===== src/logic/asop_pkg.sv =====
// Constants for the serial output port of the converter.
// Assumes the master clock is clk_sys_i and software uses Avalon-MM.
// Operation
// Mode pin high selects self-clocked transfer, low selects external clock.
// Sampling interval is 16 periods of 64 clocks, half settling, half compute.
// Self-clocked mode generates the shift clock and drives it with the data.
// Select polled at each compute period start; if low, send word MSB first.
// Self-clocked data moves only in compute periods, never in settling periods.
// Self-clocked: after the LSB, word-ready goes high until a new word.
// Self-clocked: select high mid-word finishes the bit, then tri-states both.
// Self-clocked: select low again resumes with the next bit next compute period.
// Self-clocked: unsent word overtaken raises word-ready four clocks, then loads.
// Self-clocked: data changes on falling shift clock, receiver samples rising.
// External mode: select falling enables the data output with MSB valid.
// External mode: host supplies shift clock; later bits change on its fall.
// External mode: after the LSB, word-ready and data output go tri-state.
// External mode: word arriving mid-transfer with select low is discarded.
// External mode: select high tri-states data at once; resume same bit.
// External mode: unsent word, select high, new word: ready high four clocks.
// Host should derive the master clock from its own system clock.
// Standby input low stops all circuitry into the low-power state; the synchronisers and bus registers keep running.
// Host should calibrate each time the device leaves standby.
// Calibrate held high four clocks; starts at fall, ends within 3145655.
// Word length is a parameter; each transfer shifts exactly that many bits.
package asop_pkg;
  localparam int unsigned WORD_W_DEF     = 16;
  localparam int unsigned PERIOD_CYC     = 64;
  localparam int unsigned PERIODS        = 16;
  localparam int unsigned PHASE_W        = $clog2(PERIOD_CYC * PERIODS);
  localparam int unsigned COMP_BIT       = $clog2(PERIOD_CYC);
  localparam int unsigned SCLK_HALF_CYC  = 4;
  localparam int unsigned BIT_CYC        = 2 * SCLK_HALF_CYC;
  localparam int unsigned BIT_CNT_W      = $clog2(BIT_CYC);
  localparam int unsigned WORD_READY_N_HOLD_CYC  = 4;
  localparam int unsigned HOLD_CNT_W     = 3;
  localparam int unsigned CAL_MIN_HIGH   = 4;
  localparam int unsigned CAL_HI_W       = 3;
  localparam int unsigned CAL_CYCLES_DEF = 3145655;
  localparam int unsigned CAL_CNT_W      = 22;
  localparam logic [3:0]  REG_CTRL       = 4'h0;
  localparam logic [3:0]  REG_STATUS     = 4'h4;
  localparam logic [3:0]  REG_WORD       = 4'h8;
  localparam logic        CTRL_EN_RST    = 1'b1;
  localparam int unsigned CTRL_EN_BIT    = 0;
  localparam int unsigned ST_XFER        = 8;
  localparam int unsigned ST_HOLD        = 9;
  localparam int unsigned ST_DONE        = 10;
  localparam int unsigned ST_AVAIL       = 11;
  localparam int unsigned ST_MODE        = 12;
  localparam int unsigned ST_STBY        = 13;
  localparam int unsigned ST_CAL         = 14;
endpackage


===== src/logic/asop_top.sv =====
// Serial output port: shifts finished words out, word-ready, calibrate timer.
// Pins arrive asynchronously; core word comes on clk_sys_i.
`timescale 1ns/1ns
module asop_top
  import asop_pkg::*;
#(
  parameter int unsigned WORD_W     = WORD_W_DEF,
  parameter int unsigned CAL_CYCLES = CAL_CYCLES_DEF
) (
  input  wire logic              clk_sys_i,
  input  wire logic              sys_rst_i,
  input  wire logic [3:0]        avs_address_i,
  input  wire logic              avs_read_i,
  input  wire logic              avs_write_i,
  input  wire logic [31:0]       avs_writedata_i,
  input  wire logic [3:0]        avs_byteenable_i,
  output logic      [31:0]       avs_readdata_o,
  output logic                   avs_waitrequest_o,
  input  wire logic              mode_sel_i,
  input  wire logic              cs_n_i,
  input  wire logic              sclk_i,
  input  wire logic              standby_n_i,
  input  wire logic              cal_i,
  input  wire logic [WORD_W-1:0] core_word_i,
  input  wire logic              core_word_valid_i,
  output logic                   serial_out_o,
  output logic                   serial_out_oe_o,
  output logic                   sclk_o,
  output logic                   sclk_oe_o,
  output logic                   word_ready_n_o,
  output logic                   word_ready_n_oe_o,
  output logic                   cal_busy_o,
  output logic                   low_power_o
);
  localparam int unsigned SENT_W = $clog2(WORD_W + 1);

  typedef struct packed {
    logic                  mode_s1;
    logic                  mode_s2;
    logic                  cs_s1;
    logic                  cs_s2;
    logic                  sck_s1;
    logic                  sck_s2;
    logic                  sck_s3;
    logic                  stby_s1;
    logic                  stby_s2;
    logic                  cal_s1;
    logic                  cal_s2;
    logic                  cal_s3;
    logic [PHASE_W-1:0]    phase;
    logic [WORD_W-1:0]     word;
    logic [WORD_W-1:0]     stage;
    logic [SENT_W-1:0]     sent;
    logic                  avail;
    logic                  done;
    logic                  hold_act;
    logic [HOLD_CNT_W-1:0] hold_cnt;
    logic                  xfer;
    logic [BIT_CNT_W-1:0]  bitc;
    logic                  sdo;
    logic                  sdo_oe;
    logic                  sck;
    logic                  sck_oe;
    logic                  word_ready_n_n;
    logic                  word_ready_n_oe;
    logic [CAL_HI_W-1:0]   cal_hi;
    logic                  cal_busy;
    logic [CAL_CNT_W-1:0]  cal_cnt;
    logic                  ctrl_en;
    logic                  ack;
    logic [31:0]           rdata;
  } asop_state_t;

  asop_state_t s_q;
  asop_state_t s_d;

  logic self_clocked_mode;
  logic external_clocked_mode;
  logic comp;
  logic per_start;
  logic per_last;
  logic sck_fall;
  logic pending;
  logic in_prog;
  logic req;

  // Bit number n counted from the MSB; past the end reads as zero
  function automatic logic bit_at(input logic [WORD_W-1:0] w,
                                  input logic [SENT_W-1:0] n);
    int idx;
    idx = WORD_W - 1 - int'(n);
    bit_at = (idx >= 0) ? w[idx] : 1'b0;
  endfunction

  assign self_clocked_mode     = s_q.mode_s2;
  assign external_clocked_mode = ~s_q.mode_s2;
  assign comp      = s_q.phase[COMP_BIT];
  // Polled in the last settling cycle, so eight bits fill compute exactly
  assign per_start = !comp &&
                     (s_q.phase[COMP_BIT-1:0] ==
                      COMP_BIT'(PERIOD_CYC - 1));
  assign per_last  = (s_q.phase[COMP_BIT-1:0] ==
                      COMP_BIT'(PERIOD_CYC - 1));
  assign sck_fall  = s_q.sck_s3 & ~s_q.sck_s2;
  assign pending   = s_q.avail & ~s_q.done;
  assign in_prog   = pending && (s_q.sent != '0);
  assign req       = avs_read_i | avs_write_i;

  always_comb begin
    s_d = s_q;
    // Synchronisers: first stage feeds only the second
    s_d.mode_s1 = mode_sel_i;
    s_d.mode_s2 = s_q.mode_s1;
    s_d.cs_s1   = cs_n_i;
    s_d.cs_s2   = s_q.cs_s1;
    s_d.sck_s1  = sclk_i;
    s_d.sck_s2  = s_q.sck_s1;
    s_d.sck_s3  = s_q.sck_s2;
    s_d.stby_s1 = standby_n_i;
    s_d.stby_s2 = s_q.stby_s1;
    s_d.cal_s1  = cal_i;
    s_d.cal_s2  = s_q.cal_s1;
    s_d.cal_s3  = s_q.cal_s2;

    // Sixteen 64-clock periods wrap naturally in the counter
    s_d.phase = s_q.phase + PHASE_W'(1);

    if (self_clocked_mode) begin
      if (s_q.xfer) begin
        s_d.bitc = s_q.bitc + BIT_CNT_W'(1);
        if (s_q.bitc == BIT_CNT_W'(BIT_CYC - 1)) begin
          s_d.sent = s_q.sent + SENT_W'(1);
          if (s_q.sent == SENT_W'(WORD_W - 1)) begin
            s_d.done = 1'b1;
            s_d.xfer = 1'b0;
          end else if (s_q.cs_s2 || per_last) begin
            // Bit finished before pausing; settling stays quiet
            s_d.xfer = 1'b0;
          end
        end
      end else if (per_start && !s_q.cs_s2 && pending &&
                   s_q.ctrl_en && !s_q.hold_act) begin
        s_d.xfer = 1'b1;
        s_d.bitc = '0;
      end
    end else begin
      s_d.xfer = 1'b0;
      if (sck_fall && !s_q.cs_s2 && pending && s_q.ctrl_en &&
          !s_q.hold_act) begin
        s_d.sent = s_q.sent + SENT_W'(1);
        if (s_q.sent == SENT_W'(WORD_W - 1)) begin
          s_d.done = 1'b1;
        end
      end
    end

    // New word from the core
    if (s_q.hold_act) begin
      if (s_q.hold_cnt == '0) begin
        s_d.hold_act = 1'b0;
        s_d.word     = s_q.stage;
        s_d.avail    = 1'b1;
        s_d.done     = 1'b0;
        s_d.sent     = '0;
        s_d.xfer     = 1'b0;
      end else begin
        s_d.hold_cnt = s_q.hold_cnt - HOLD_CNT_W'(1);
      end
    end else if (core_word_valid_i) begin
      if (external_clocked_mode && !s_q.cs_s2 && in_prog) begin
        s_d.stage = s_q.stage;
      end else if (pending) begin
        s_d.hold_act = 1'b1;
        s_d.hold_cnt = HOLD_CNT_W'(WORD_READY_N_HOLD_CYC - 1);
        s_d.stage    = core_word_i;
        s_d.xfer     = 1'b0;
      end else begin
        s_d.word  = core_word_i;
        s_d.avail = 1'b1;
        s_d.done  = 1'b0;
        s_d.sent  = '0;
      end
    end

    // Pins follow state one cycle later, all from flops
    s_d.sdo = bit_at(s_q.word, s_q.sent);
    if (self_clocked_mode) begin
      s_d.sdo_oe  = s_q.xfer;
      s_d.sck_oe  = s_q.xfer;
      // Low half first: data edge meets the falling clock
      s_d.sck     = !s_q.xfer ||
                    (s_q.bitc >= BIT_CNT_W'(SCLK_HALF_CYC));
      s_d.word_ready_n_oe = 1'b1;
    end else begin
      s_d.sdo_oe  = !s_q.cs_s2 && pending && s_q.ctrl_en &&
                    !s_q.hold_act;
      s_d.sck_oe  = 1'b0;
      s_d.sck     = 1'b1;
      s_d.word_ready_n_oe = !s_q.done || s_q.hold_act;
    end
    s_d.word_ready_n_n = !pending || s_q.hold_act;

    // Calibrate: high for the minimum, then run on the fall
    if (s_q.cal_s2) begin
      if (s_q.cal_hi != CAL_HI_W'(CAL_MIN_HIGH)) begin
        s_d.cal_hi = s_q.cal_hi + CAL_HI_W'(1);
      end
    end else begin
      s_d.cal_hi = '0;
    end
    if (s_q.cal_s3 && !s_q.cal_s2 &&
        s_q.cal_hi == CAL_HI_W'(CAL_MIN_HIGH)) begin
      s_d.cal_busy = 1'b1;
      s_d.cal_cnt  = CAL_CNT_W'(CAL_CYCLES - 1);
    end else if (s_q.cal_busy) begin
      if (s_q.cal_cnt == '0) begin
        s_d.cal_busy = 1'b0;
      end else begin
        s_d.cal_cnt = s_q.cal_cnt - CAL_CNT_W'(1);
      end
    end

    // Standby halts everything except synchronisers and registers
    if (!s_q.stby_s2) begin
      s_d.phase    = '0;
      s_d.avail    = 1'b0;
      s_d.done     = 1'b0;
      s_d.sent     = '0;
      s_d.xfer     = 1'b0;
      s_d.hold_act = 1'b0;
      s_d.cal_busy = 1'b0;
      s_d.sdo_oe   = 1'b0;
      s_d.sck_oe   = 1'b0;
      s_d.word_ready_n_oe  = 1'b0;
      s_d.word_ready_n_n   = 1'b1;
    end

    // Avalon slave: one wait cycle, action at the released edge
    s_d.ack = req && !s_q.ack;
    if (req && !s_q.ack) begin
      if (avs_address_i == REG_CTRL) begin
        s_d.rdata = 32'h0000_0000;
        s_d.rdata[CTRL_EN_BIT] = s_q.ctrl_en;
      end else if (avs_address_i == REG_STATUS) begin
        s_d.rdata = 32'h0000_0000;
        s_d.rdata[SENT_W-1:0] = s_q.sent;
        s_d.rdata[ST_XFER]    = s_q.xfer;
        s_d.rdata[ST_HOLD]    = s_q.hold_act;
        s_d.rdata[ST_DONE]    = s_q.done;
        s_d.rdata[ST_AVAIL]   = s_q.avail;
        s_d.rdata[ST_MODE]    = s_q.mode_s2;
        s_d.rdata[ST_STBY]    = !s_q.stby_s2;
        s_d.rdata[ST_CAL]     = s_q.cal_busy;
      end else if (avs_address_i == REG_WORD) begin
        s_d.rdata = 32'h0000_0000;
        s_d.rdata[WORD_W-1:0] = s_q.word;
      end else begin
        s_d.rdata = 32'h0000_0000;
      end
    end
    if (avs_write_i && s_q.ack && avs_address_i == REG_CTRL &&
        avs_byteenable_i[0]) begin
      s_d.ctrl_en = avs_writedata_i[CTRL_EN_BIT];
    end
  end

  always_ff @(posedge clk_sys_i) begin
    if (sys_rst_i) begin
      s_q          <= '0;
      s_q.stby_s1  <= 1'b1;
      s_q.stby_s2  <= 1'b1;
      s_q.sck      <= 1'b1;
      s_q.word_ready_n_n   <= 1'b1;
      s_q.word_ready_n_oe  <= 1'b1;
      s_q.ctrl_en  <= CTRL_EN_RST;
    end else begin
      s_q <= s_d;
    end
  end

  assign avs_readdata_o    = s_q.rdata;
  assign avs_waitrequest_o = req && !s_q.ack;
  assign serial_out_o      = s_q.sdo;
  assign serial_out_oe_o   = s_q.sdo_oe;
  assign sclk_o            = s_q.sck;
  assign sclk_oe_o         = s_q.sck_oe;
  assign word_ready_n_o    = s_q.word_ready_n_n;
  assign word_ready_n_oe_o = s_q.word_ready_n_oe;
  assign cal_busy_o        = s_q.cal_busy;
  assign low_power_o       = !s_q.stby_s2;
endmodule


===== config.mk =====
export PLATFORM = sky130hd
export DESIGN_NAME = asop_top
export DESIGN_NICKNAME = d
export VERILOG_FILES = /design/src/logic/asop_pkg.sv /design/src/logic/asop_top.sv
export SDC_FILE = /design/constraint.sdc
export NUM_CORES = 1
export LEC_CHECK = 0
export CORE_UTILIZATION = 60
export DETAILED_ROUTE_END_ITERATION = 10
export DONT_BUFFER_PORTS = 1
export GPL_TIMING_DRIVEN = 0
export MAX_ROUTING_LAYER = met4
export PLACE_DENSITY = 0.75
export SLEW_MARGIN = 15
export SYNTH_ARGS = -nofsm -noshare
export SYNTH_HDL_FRONTEND = slang
export SYNTH_SLANG_ARGS = --single-unit

===== constraint.sdc =====
create_clock -name clk_sys_i -period 2.7 [get_ports clk_sys_i]
set_input_delay 0.27 -clock clk_sys_i [delete_from_list [all_inputs] [get_ports clk_sys_i]]
set_output_delay 0.27 -clock clk_sys_i [all_outputs]
set_load 0.01 [all_outputs]

[Word level (Yosys, flattened, before mapping)]
Index checks and enable logic that the tools add are counted.
Cells by class
  reduce and logical (&&, ||, !) cells: 53
  eq/ne operators: 13
  mux-type cells: 43
  add/sub/neg operators: 7
  magnitude comparators: 3
  bitwise logic cells: 12
Operators with widths (number)
  16-bit two-way mux: 9
  23-bit two-way mux: 2
  44-bit two-way mux: 1
  5-bit two-way mux: 5
  12-bit two-way mux: 2
  22-bit logical NOT: 1
  22-bit two-way mux: 1
  22-bit by 1-bit subtractor with 22-bit output, second input constant: 1
  1-bit logical AND: 21
  1-bit two-way mux: 15
  4-bit two-way mux: 3
  4-bit AND reduction: 3
  10-bit by 1-bit adder with 10-bit output, second input constant: 1
  2-bit OR reduction: 5
  1-bit logical NOT: 9
  1-bit inverter: 9
  8-bit two-way mux: 1
  2-bit inequality test, second input constant: 4
  7-bit two-way mux: 1
  3-bit by 1-bit adder with 3-bit output, second input constant: 2
  3-bit equality test, second input constant: 2
  6-bit equality test, second input constant: 1
  6-bit by 1-bit greater-or-equal comparator with 1-bit output, second input constant: 1
  6-bit less-than comparator, second input constant: 1
  other kinds (21): 30
Word-level totals
  register bits: 135
  output and inout port bits: 41
  input bits: 66
  word-level logic and storage cells: 166

[Depth between registers and ports, before layout]
Gate-level depths: netlist of the first run.
  depth after elaboration: 14
  depth in mapped cells: 9
  gate-level depth less buffers: 7

[Worst setup path before layout of the first run]
No wires, ideal clock.
  path type: register -> register
  start: register s_q[76] (netlist name)
  end: register s_q[71] (netlist name)
  data required time: 2572 ps
  setup time: 128 ps
  arrival time: 1907 ps
  cell stages (with the launch flop): 10
  path buffers: 3
  setup slack: 666 ps
  clock period less this slack: 2034 ps
  cells stage by stage: dfxtp_1 > clkbuf_1 > inv_1 > ha_1 > nor4b_1 > o311a_1 > buf_4 > buf_2 > a211oi_1 > nor2_1
Between the ends
  longest elaborated chain between the ends: 5
Ends and longest elaborated chain
  start, declared: line asop_top.sv:74  | asop_state_t s_q;
  5-bit nonzero test: line asop_top.sv:106  | assign in_prog = pending && (s_q.sent != '0);
  1-bit logical AND: line asop_top.sv:106
  1-bit logical AND: line asop_top.sv:170  | if (external_clocked_mode && !s_q.cs_s2 && in_prog) begin
  2-bit inequality test (no line)
  4-bit AND reduction (no line)
Every way passes these cells.
A chain may end at the register's enable or synchronous reset.

[Worst setup path in the final report of the first run]
  start: register s_q[76] (netlist name)
  end: register s_q[94] (netlist name)
Between the ends
  longest elaborated chain between the ends: 5
Ends and longest elaborated chain (line)
  5-bit nonzero test: asop_top.sv:106
  1-bit logical AND: asop_top.sv:106
  1-bit logical AND: asop_top.sv:170
  1-bit inverter (no line)
  4-bit AND reduction (no line)
Every way passes these cells.

==> summary.md, run 1 <==
| Metric | Value |
|---|---|
| HPWL after DPL | `roughly 8400 µm` |
| Critical Path Slowest Stage Cell | `clkbuf_1` |
| Crit path DAT | `about 2.8 ns` |
| N_diodes | `0` |
| Register area | `between 2000 and 2500 µm²` |
| Htree depth | `4` |
| Post-CTS setup buffer count | `0` |
| CP max stage delay | `0.45 ns` |
| Layout cells sized above 1 | `0.140` |
| Detailed Routing Iterations Pass 1 | `5` |
| Status | `completed` |
| Die Y | `95.4 µm` |
| # nets final | `around 720` |
| Wire per inst | `16.9 µm` |
| Final Hold Vio Count | `0` |
| Crit Path Class | `reg -> reg` |
| RSZ-0062 raised after global routing | `no` |
| Peak Freq | `slightly above 400 MHz` |
| I/O Pins | `approximately 110` |
| Via Count | `around 4500` |
| Min cycle time layout | `~2.4 ns` |
| CP Launch Type | `register` |
| Initial DRC Count | `294` |
| Cell Rows | `33` |
| P_leak | `2.48 nW` |
| Main flop type after synthesis | `dfxtp_1` |
| Number of max-cap violations | `0` |
| Slew HR | `0.548` |
| Clock transition at path regs | `around 0.060 ns` |
| Worst path cell trace | `clkbuf_1 -> inv_1 -> ha_1 -> nor4b_2 -> o311a_1 -> buf_4 -> buf_2 -> mux2i_1 -> nor2_1` |
| Largest net degree at the start of global routing | `17` |
| Hold WC Path Type | `in -> reg` |
| ANT nets after route | `0` |
| Gate Count Post-Synth | `about 590` |
| Yosys reg bits | `approximately 120` |
| First-pass GRT wire length | `21000 µm` |
| CTS tree | `built` |
| Post-route design area | `around 6300 µm²` |
| Most common cell in the netlist | `dfxtp_1` |
| Power per Cell Area | `roughly 720 nW/µm²` |
| TritonCTS Sinks | `about 120` |
| Die W | `around 95 µm` |
| Final setup viols | `0` |
| CTS Buf Count | `17` |
| Initial antenna violation count | `0` |
| Core Footprint | `8340 µm²` |
| Final wirelength | `12900 µm` |
| CTS max path bufs | `2` |
| Top cells by count, synth | `116 x dfxtp_1, 95 x nor2_1, 42 x a21oi_1` |
| Fillers | `roughly 600` |
| YS warnings | `0` |
| Worst EP required | `3.08 ns` |
| Via/cell ratio | `between 5 and 6` |
| GRT Residual Overflow | `0` |
| CP endpoint kind | `register` |
| Cell area after synthesis | `5240 µm²` |
| Worst-skew pair later-pin latency | `around 0.52 ns` |
| Synth top area share | `0.443` |
| Sequential share of the synthesized area | `0.443` |
| Post-synth EDFFs | `0` |
| Multi-input gate area | `about 2500 µm²` |
| Die Area | `9100 µm²` |
| Crit-path max FO | `10` |
| Tot GR Track Use | `0.316` |
| Post-synth cell types | `61` |
| PortBufs | `0` |
| Initial Util | `0.628` |
| Root Buffer | `clkbuf_8` |
| Drt drc | `0` |
| Syn_area_per_cell | `~9.0 µm²` |
| Crit share post-route | `0.902` |
| Placer Congestion | `0.855` |
| Ys async rst share | `0` |
| Least-Margin Pin Slew | `between 0.6 and 0.7 ns` |
| Area after DPL | `5420 µm²` |
| Leading post-synthesis cells by cell area | `dfxtp_1 44%, nor2_1 6.8%, buf_4 4.7%` |
| Setup Skew | `0.0126 ns` |
| P&R area growth vs syn | `20.5%` |
| Vias in the first global route | `between 4000 and 5000` |
| Yosys top cell by area | `dfxtp_1` |
| Slew Limit Fails | `0` |
| Setup TNS | `0 ns` |
| IR Drop Worst-Case VDD | `roughly 460 µV` |
## critical path, delay by kind of cell (launching register included)
family / cells / cell delay (ns)
buffers and inverters: 4 / 0.99
AND/OR/NAND/NOR: 2 / 0.24
adder cells (fa/ha/maj): 1 / 0.24
multiplexers: 1 / 0.20
AO/OA/AOI/OAI: 1 / 0.31
flip-flops: 1 / 0.34
## state kept, by name, summed over array words and instances, names as in the netlist
| signal | count |
|---|---|
| avs_readdata_o | 16 |
| self_clocked_mode | 1 |
| serial_out_oe_o | 1 |
| serial_out_o | 1 |
| sclk_oe_o | 1 |
| word_ready_n_o | 1 |
| comp | 1 |
| s_d | 7 |
| sclk_o | 1 |
| s_q | 84 |
| cal_busy_o | 1 |
| word_ready_n_oe_o | 1 |
## logic make-up after synthesis
group / share of synthesized area
AOI/OAI and AO/OA: 0.144
xor gates and xnor gates: 0.0401
adders and majority gates: 0.0263
buffers and inverters: 0.0858
DFF: 0.443
muxes: 0.0562
other: 0.000716
and+or+nand+nor: 0.203
## where the power goes
group / total, W / internal [W] / switching [W]
Clock: 0.00237 / 0.00153 / 0.000833
Combinational: 0.000370 / 0.000158 / 0.000212
Sequential: 0.00184 / 0.00178 / 0.0000540
## through the flow
step                      setup slack, ns  hold WS (ns)  instances  power (W)   util
final                               0.265        0.0744        762    0.00457  0.757
after global routing               0.0790         0.107        762    0.00470  0.757
after CTS                           0.182        0.0692        762    0.00457  0.756
after detailed placement            0.329         0.381        705    0.00220  0.650
after global placement              0.400         0.377        705    0.00219  0.650
after floorplan                     0.666         0.374        600    0.00212      -
## layer usage
metal,part of all wire,vias to the layer above,GRT usage
met5,0,-,-
met4,0.022,0,0.126
met3,0.073,35,0.0885
met2,0.48,188,0.498
met1,0.43,2118,0.382
li1,-,2127,-
## worst paths after layout
kind               to  slack (ns)  cells after the start            start
max           s_q[94]        0.26                      9          s_q[76]
min          s_q[109]        0.07                      4  core_word_i[12]
max reg2reg   s_q[94]        0.26                      9          s_q[76]
min reg2reg  s_q[126]        0.42                      1         s_d[126]
## what timing repair did
action / in CTS / in global routing
endpoints found under the setup margin: 0 / 2
resized for setup: 0 / 1
endpoints found under the hold margin: 23 / 0
hold buffers: 25 / 0
## final cells by class
| cell class | count | share of cell area |
|---|---|---|
| inverters | 16 | 0.00952 |
| clock buffers | 18 | 0.0678 |
| plain buffers | 68 | 0.0617 |
| clock inverters | 14 | 0.0319 |
| flip-flops and latches | 116 | 0.368 |
| well taps | 105 | 0.0208 |
| repair buffers | 25 | 0.0397 |
| multi-input cells | 400 | 0.401 |
## placed cells by master (no fill, tap or decap), types with 4 or more instances in the layout
master	n
dfxtp_1	116
nor2_1	95
a21oi_1	42
nand2_1	34
buf_4	33
clkbuf_1	29
dlygate4sd3_1	25
nor3_1	18
a211oi_1	17
mux2i_1	17
conb_1	16
clkbuf_16	16
inv_1	15
xor2_1	15
a221oi_1	11
ha_1	11
nor2b_1	10
xnor2_1	9
nand3_1	9
o21ai_0	8
or3_1	6
o211ai_1	5
nand4_1	5
mux4_2	5
clkinv_4	5
and3_1	4
a31oi_1	4
a22oi_1	4
bufinv_16	4
(Power assumes the default switching activity.)
==> inputs of run 2 (changes only) <==
==> constraint.sdc (replaced) <==
create_clock -name clk_sys_i -period 2.6 [get_ports clk_sys_i]
set_input_delay 0.26 -clock clk_sys_i [delete_from_list [all_inputs] [get_ports clk_sys_i]]
set_output_delay 0.26 -clock clk_sys_i [all_outputs]
set_load 0.01 [all_outputs]
==> run 2 against run 1 <==
  * Core utilization about the same
  * Sequential power rose by 4%
  * Sequential share of layout area is essentially flat
  * Power rose by 3.7%
  * Fmax is 2.0% higher
  * First-iteration DRC count grew 25%
  * Worst hold slack lost 0.0056 ns
  * Wire length is 0.20% lower
  * Worst setup slack worse by 0.052 ns
  * Clock skew up 0.00065 ns
  * Largest power group unchanged
  * Cell area about the same
  * Critical path depth shrank 2
==> summary.md, run 2 (synthesis gave the netlist of run 1 again) <==
| Metric | Value |
|---|---|
| Status | `completed` |
| Worst hold stages | `4` |
| # nets final | `roughly 720` |
| TritonCTS Sinks | `between 100 and 150` |
| PortBufs | `0` |
| Largest Register | `s_q` |
| HPWL after DPL | `roughly 8400 µm` |
| Max FFs per register | `84` |
| Wire per inst | `16.9 µm` |
| Reg2Reg Depth | `7` |
| Detailed Routing Iterations Pass 1 | `5` |
| Crit path DAT | `2.84 ns` |
| Hold WC Path Type | `in -> reg` |
| Post-CTS setup buffer count | `0` |
| Setup Skew | `0.0132 ns` |
| Initial Util | `0.628` |
| Commonest non-fill, non-tap cell in the layout | `dfxtp_1` |
| Power per Cell Area | `around 750 nW/µm²` |
| Fin util | `0.757` |
| Crit Path Class | `reg -> reg` |
| CP Launch Type | `register` |
| Crit path top cell by count | `clkbuf_1` |
| Commonest non-fill, non-tap cells in the layout | `116 x dfxtp_1, 95 x nor2_1, 42 x a21oi_1` |
| GRT Residual Overflow | `0` |
| Root Buffer | `clkbuf_8` |
| Post-route design area | `6310 µm²` |
| P&R area growth vs syn | `20.5%` |
| Worst-skew pair later-pin latency | `about 0.52 ns` |
| Drt drc | `0` |
| Setup TNS | `0 ns` |
| Hold Slack | `a little under 0.07 ns` |
| Cell family with most CP delay | `buffers and inverters` |
| IR Drop Worst-Case VDD | `between 400 and 500 µV` |
| Die Y | `95.4 µm` |
| CTS Buf Count | `17` |
| Die W | `95.4 µm` |
| Largest net degree at the start of global routing | `17` |
| Least-Margin Pin Slew | `roughly 0.66 ns` |
| Layout cells sized above 1 | `0.142` |
| CP endpoint kind | `register` |
| CTS max path bufs | `2` |
| Slew HR | `0.553` |
| Crit share post-route | `0.918` |
| Via/cell ratio | `5.87` |
| Placer Congestion | `0.855` |
| Crit-path max FO | `10` |
| Capturing point of the worst reg2reg path | `avs_readdata_o[0]` |
| Core Footprint | `approximately 8300 µm²` |
| Die Area | `between 9000 and 10000 µm²` |
| Tot GR Track Use | `0.316` |
| CTS tree | `built` |
| I/O Pins | `~110` |
| N_diodes | `0` |
| Final setup viols | `0` |
| ANT nets after route | `0` |
| First-pass GRT wire length | `about 21000 µm` |
| Critical path buffers and inverters | `4` |
| Peak Freq | `approximately 420 MHz` |
| RSZ-0062 raised after global routing | `no` |
| Initial antenna violation count | `0` |
| Worst path cell trace | `or2_2 -> clkbuf_1 -> inv_1 -> clkbuf_1 -> nand3_1 -> dlygate4sd3_1 -> a21oi_1` |
| Htree depth | `4` |
| Final Hold Vio Count | `0` |
| Slew Limit Fails | `0` |
| P_leak | `between 2 and 2.5 nW` |
| R2r startpoint | `s_q[32]` |
| Initial DRC Count | `~370` |
| CP max stage delay | `roughly 0.60 ns` |
| Worst EP required | `between 3 and 4 ns` |
| Vias in the first global route | `roughly 4400` |
| Min cycle time layout | `roughly 2.4 ns` |
| Via Count | `4474` |
| Area after DPL | `about 5400 µm²` |
| Cell Rows | `33` |
| Hold path endpoint | `s_q[109]` |
| Number of max-cap violations | `0` |
| Min-delay src | `core_word_i[12]` |
| Clock transition at path regs | `around 0.06 ns` |
| Critical Path Slowest Stage Cell | `dlygate4sd3_1` |
| Final wirelength | `approximately 13000 µm` |
| Reg-to-reg setup timing slack | `approximately 0.21 ns` |
-- run 2: worst register-to-register path, stage by stage (launching register included) --
cell	delay (ns)
dfxtp_1	0.30
or2_2	0.29
clkbuf_1	0.22
inv_1	0.18
clkbuf_1	0.44
nand3_1	0.14
dlygate4sd3_1	0.60
a21oi_1	0.14
-- run 2: stage by stage --
step                power, W  cells  worst slack [ns]
floorplan            0.00220    600             0.566
global placement     0.00227    705             0.300
detailed placement   0.00228    705             0.229
CTS                  0.00475    762            0.0819
global route         0.00489    762            0.0548
finish               0.00474    762             0.212
-- run 2: area by class of cell --
cell class                 count  area [µm²]
buffer                        68         390
sequential                   116        2320
inverter                      16        60.1
timing repair buffer          25         250
clock buffer                  18         428
multi-input combinational    400        2530
tap                          105         131
fill                         603        2030
clock inverter                14         201
-- run 2: how the worst max path moves through the flow --
stage,slack (ns),cells after the start,startpoint,end
after floorplan,0.57,9,s_q[76],s_q[71]
after global placement,0.30,9,s_q[76],s_q[71]
after detailed placement,0.23,9,s_q[76],s_q[93]
after CTS,0.08,9,s_q[76],s_q[96]
after global routing,0.05,7,s_q[32],avs_readdata_o[0]
final,0.21,7,s_q[32],avs_readdata_o[0]
-- run 2: timing repair --
action	4_1_cts	5_1_grt
resized for setup	0	3
hold buffers	25	0
setup endpoints to repair	0	8
hold endpoints to repair	23	0
-- run 2: report_power, final --
group / total (W) / internal, W / switching [W] / leakage, nW
combinational: 0.000384 / 0.000164 / 0.000221 / 1.24
sequential: 0.00191 / 0.00185 / 0.0000561 / 0.945
clock: 0.00245 / 0.00159 / 0.000859 / 0.302
-- run 2: per-layer routing --
layer	part of all wire	track usage	up-vias
met1	0.42	0.382	2111
met4	0.021	0.126	0
met2	0.48	0.498	202
met3	0.080	0.0885	32
met5	0	-	-
li1	-	-	2129
==> inputs of run 3 (changes only) <==
--- a/config.mk
+++ b/config.mk
@@ -10,7 +10,7 @@
 export DONT_BUFFER_PORTS = 1
 export GPL_TIMING_DRIVEN = 0
 export MAX_ROUTING_LAYER = met4
-export PLACE_DENSITY = 0.75
+export PLACE_DENSITY = 0.81
 export SLEW_MARGIN = 15
 export SYNTH_ARGS = -nofsm -noshare
 export SYNTH_HDL_FRONTEND = slang
==> run 3 against run 2 <==
  * Clock-buffer cell count grew 1
  * Sequential share of layout area rose by 0.66 points
  * Non-clock buffer count shrank 1
  * Power fell by 6.8%
  * Flip-flop and latch count is the same
  * Critical path depth is 2 higher
  * Global-route usage fell by 1.4 points
  * Cell count decreased by 0.39%
  * Critical endpoint is now s_q[96]
  * Highest routed layer unchanged
==> summary.md, run 3 (synthesis gave the netlist of run 1 again) <==
| Metric | Value |
|---|---|
| Status | `completed` |
| Register area | `~2300 µm²` |
| Largest net degree at the start of global routing | `17` |
| Crit-path max FO | `10` |
| Final wirelength | `~13000 µm` |
| Slew Limit Fails | `0` |
| First-pass GRT wire length | `19900 µm` |
| Min cycle time layout | `2.40 ns` |
| ANT nets after route | `0` |
| HPWL after DPL | `about 8500 µm` |
| Clock transition at path regs | `0.06 ns` |
| Placer Congestion | `around 0.86` |
| Worst EP required | `between 2 and 3 ns` |
| Crit Path Class | `reg -> reg` |
| Worst-skew pair later-pin latency | `approximately 0.53 ns` |
| Cell Rows | `33` |
| Area after DPL | `about 5400 µm²` |
| Tot GR Track Use | `0.301` |
| Slew HR | `0.502` |
| P_leak | `between 2 and 2.5 nW` |
| Initial Util | `0.628` |
| Initial antenna violation count | `0` |
| Max FFs per register | `84` |
| Crit share post-route | `0.923` |
| Fin util | `0.743` |
| N_diodes | `0` |
| CP Launch Type | `register` |
| Power, Total | `0.00442 W` |
| Via Count | `between 4000 and 5000` |
| RSZ-0062 raised after global routing | `no` |
| Number of max-cap violations | `0` |
| TritonCTS Sinks | `~120` |
| Detailed Routing Iterations Pass 1 | `5` |
| CTS max path bufs | `2` |
| PortBufs | `0` |
| Post-route design area | `6200 µm²` |
| Commonest non-fill, non-tap cells in the layout | `116 x dfxtp_1, 95 x nor2_1, 42 x a21oi_1` |
| Critical path launch point | `s_q[76]` |
| Least-Margin Pin Slew | `between 0.7 and 0.8 ns` |
| CP endpoint kind | `register` |
| Fillers | `607` |
| GRT Residual Overflow | `0` |
| Via/cell ratio | `~6` |
| Htree depth | `4` |
| Vias in the first global route | `4189` |
| Final setup viols | `0` |
| Hold Slack | `between 0.01 and 0.015 ns` |
| IR Drop Worst-Case VDD | `~660 µV` |
| Die Area | `between 9000 and 10000 µm²` |
| Largest Register | `s_q` |
| Layout cells sized above 1 | `0.133` |
| Die Y | `between 90 and 100 µm` |
| # nets final | `just over 700` |
| Multi-input gate area | `2520 µm²` |
| Peak Freq | `417 MHz` |
| CTS tree | `built` |
| Final Hold Vio Count | `0` |
| Initial DRC Count | `284` |
| CTS Buf Count | `17` |
| Core Footprint | `between 8000 and 9000 µm²` |
| Root Buffer | `clkbuf_8` |
| Min-delay src | `avs_address_i[3]` |
| P&R area growth vs syn | `18.4%` |
| Setup TNS | `0 ns` |
| Wire per inst | `roughly 17 µm` |
| Die W | `between 90 and 100 µm` |
| I/O Pins | `about 110` |
| Commonest non-fill, non-tap cell in the layout | `dfxtp_1` |
| Hold WC Path Type | `in -> reg` |
| R2r startpoint | `s_q[76]` |
| Drt drc | `0` |
| Crit path DAT | `approximately 2.8 ns` |
| Setup Skew | `roughly 0.009 ns` |
| Power per Cell Area | `713 nW/µm²` |
==> run 3: changes by cell type in the layout (fill, tap and decap cells not counted), sizes merged <==
cell | before | now
bufinv | 4 | 2
clkbuf | 47 | 48
dlygate4sd3 | 25 | 24
inv | 17 | 15
clkinv | 7 | 8
==> run 3: metrics by stage <==
stage,worst slack [ns],cells
after floorplan,0.566,600
after global placement,0.318,705
after detailed placement,0.250,705
after CTS,0.232,759
after global routing,0.0600,759
final,0.200,759
==> run 3: layout make-up <==
type | count | share of cell area
timing repair buffer | 24 | 0.0387
buffer | 68 | 0.0628
inverter | 16 | 0.00969
sequential | 116 | 0.375
multi-input combinational | 400 | 0.407
tap | 105 | 0.0212
clock inverter | 11 | 0.0184
clock buffer | 19 | 0.0680
==> run 3: power by group <==
group | internal (W) | leakage, nW | switching (W) | total [W]
logic | 0.000163 | 1.23 | 0.000221 | 0.000384
clock network | 0.00134 | 0.263 | 0.000792 | 0.00213
registers | 0.00185 | 0.945 | 0.0000549 | 0.00191
total | 0.00336 | 2.44 | 0.00107 | 0.00442
==> run 3: what timing repair did <==
action	in CTS	in global routing
buffers inserted	0	0
hold endpoints to repair	23	0
hold buffers	24	0
gates resized for setup	0	0
==> run 3: critical path: stages (launching register included) <==
cell,delay [ns]
dfxtp_1,0.32
clkbuf_1,0.44
inv_1,0.11
ha_1,0.22
nor4b_1,0.15
o311a_1,0.33
buf_4,0.20
buf_2,0.22
mux2i_1,0.20
nor2_1,0.06
==> run 3: path summary, 6_finish.rpt <==
check	cells past startpoint	slack (ns)	endpoint
worst max register to register	9	0.20	s_q[96]
worst max-delay path	9	0.20	s_q[96]
worst min register to register	1	0.43	s_q[126]
worst min-delay path	3	0.01	avs_readdata_o[0]
==> run 3: metal layers <==
metal | vias up | global-route usage | part of all wire
met5 | - | - | 0
met4 | 0 | 0.133 | 0.025
met3 | 39 | 0.0869 | 0.083
met2 | 230 | 0.460 | 0.46
met1 | 2090 | 0.371 | 0.43
li1 | 2119 | - | -
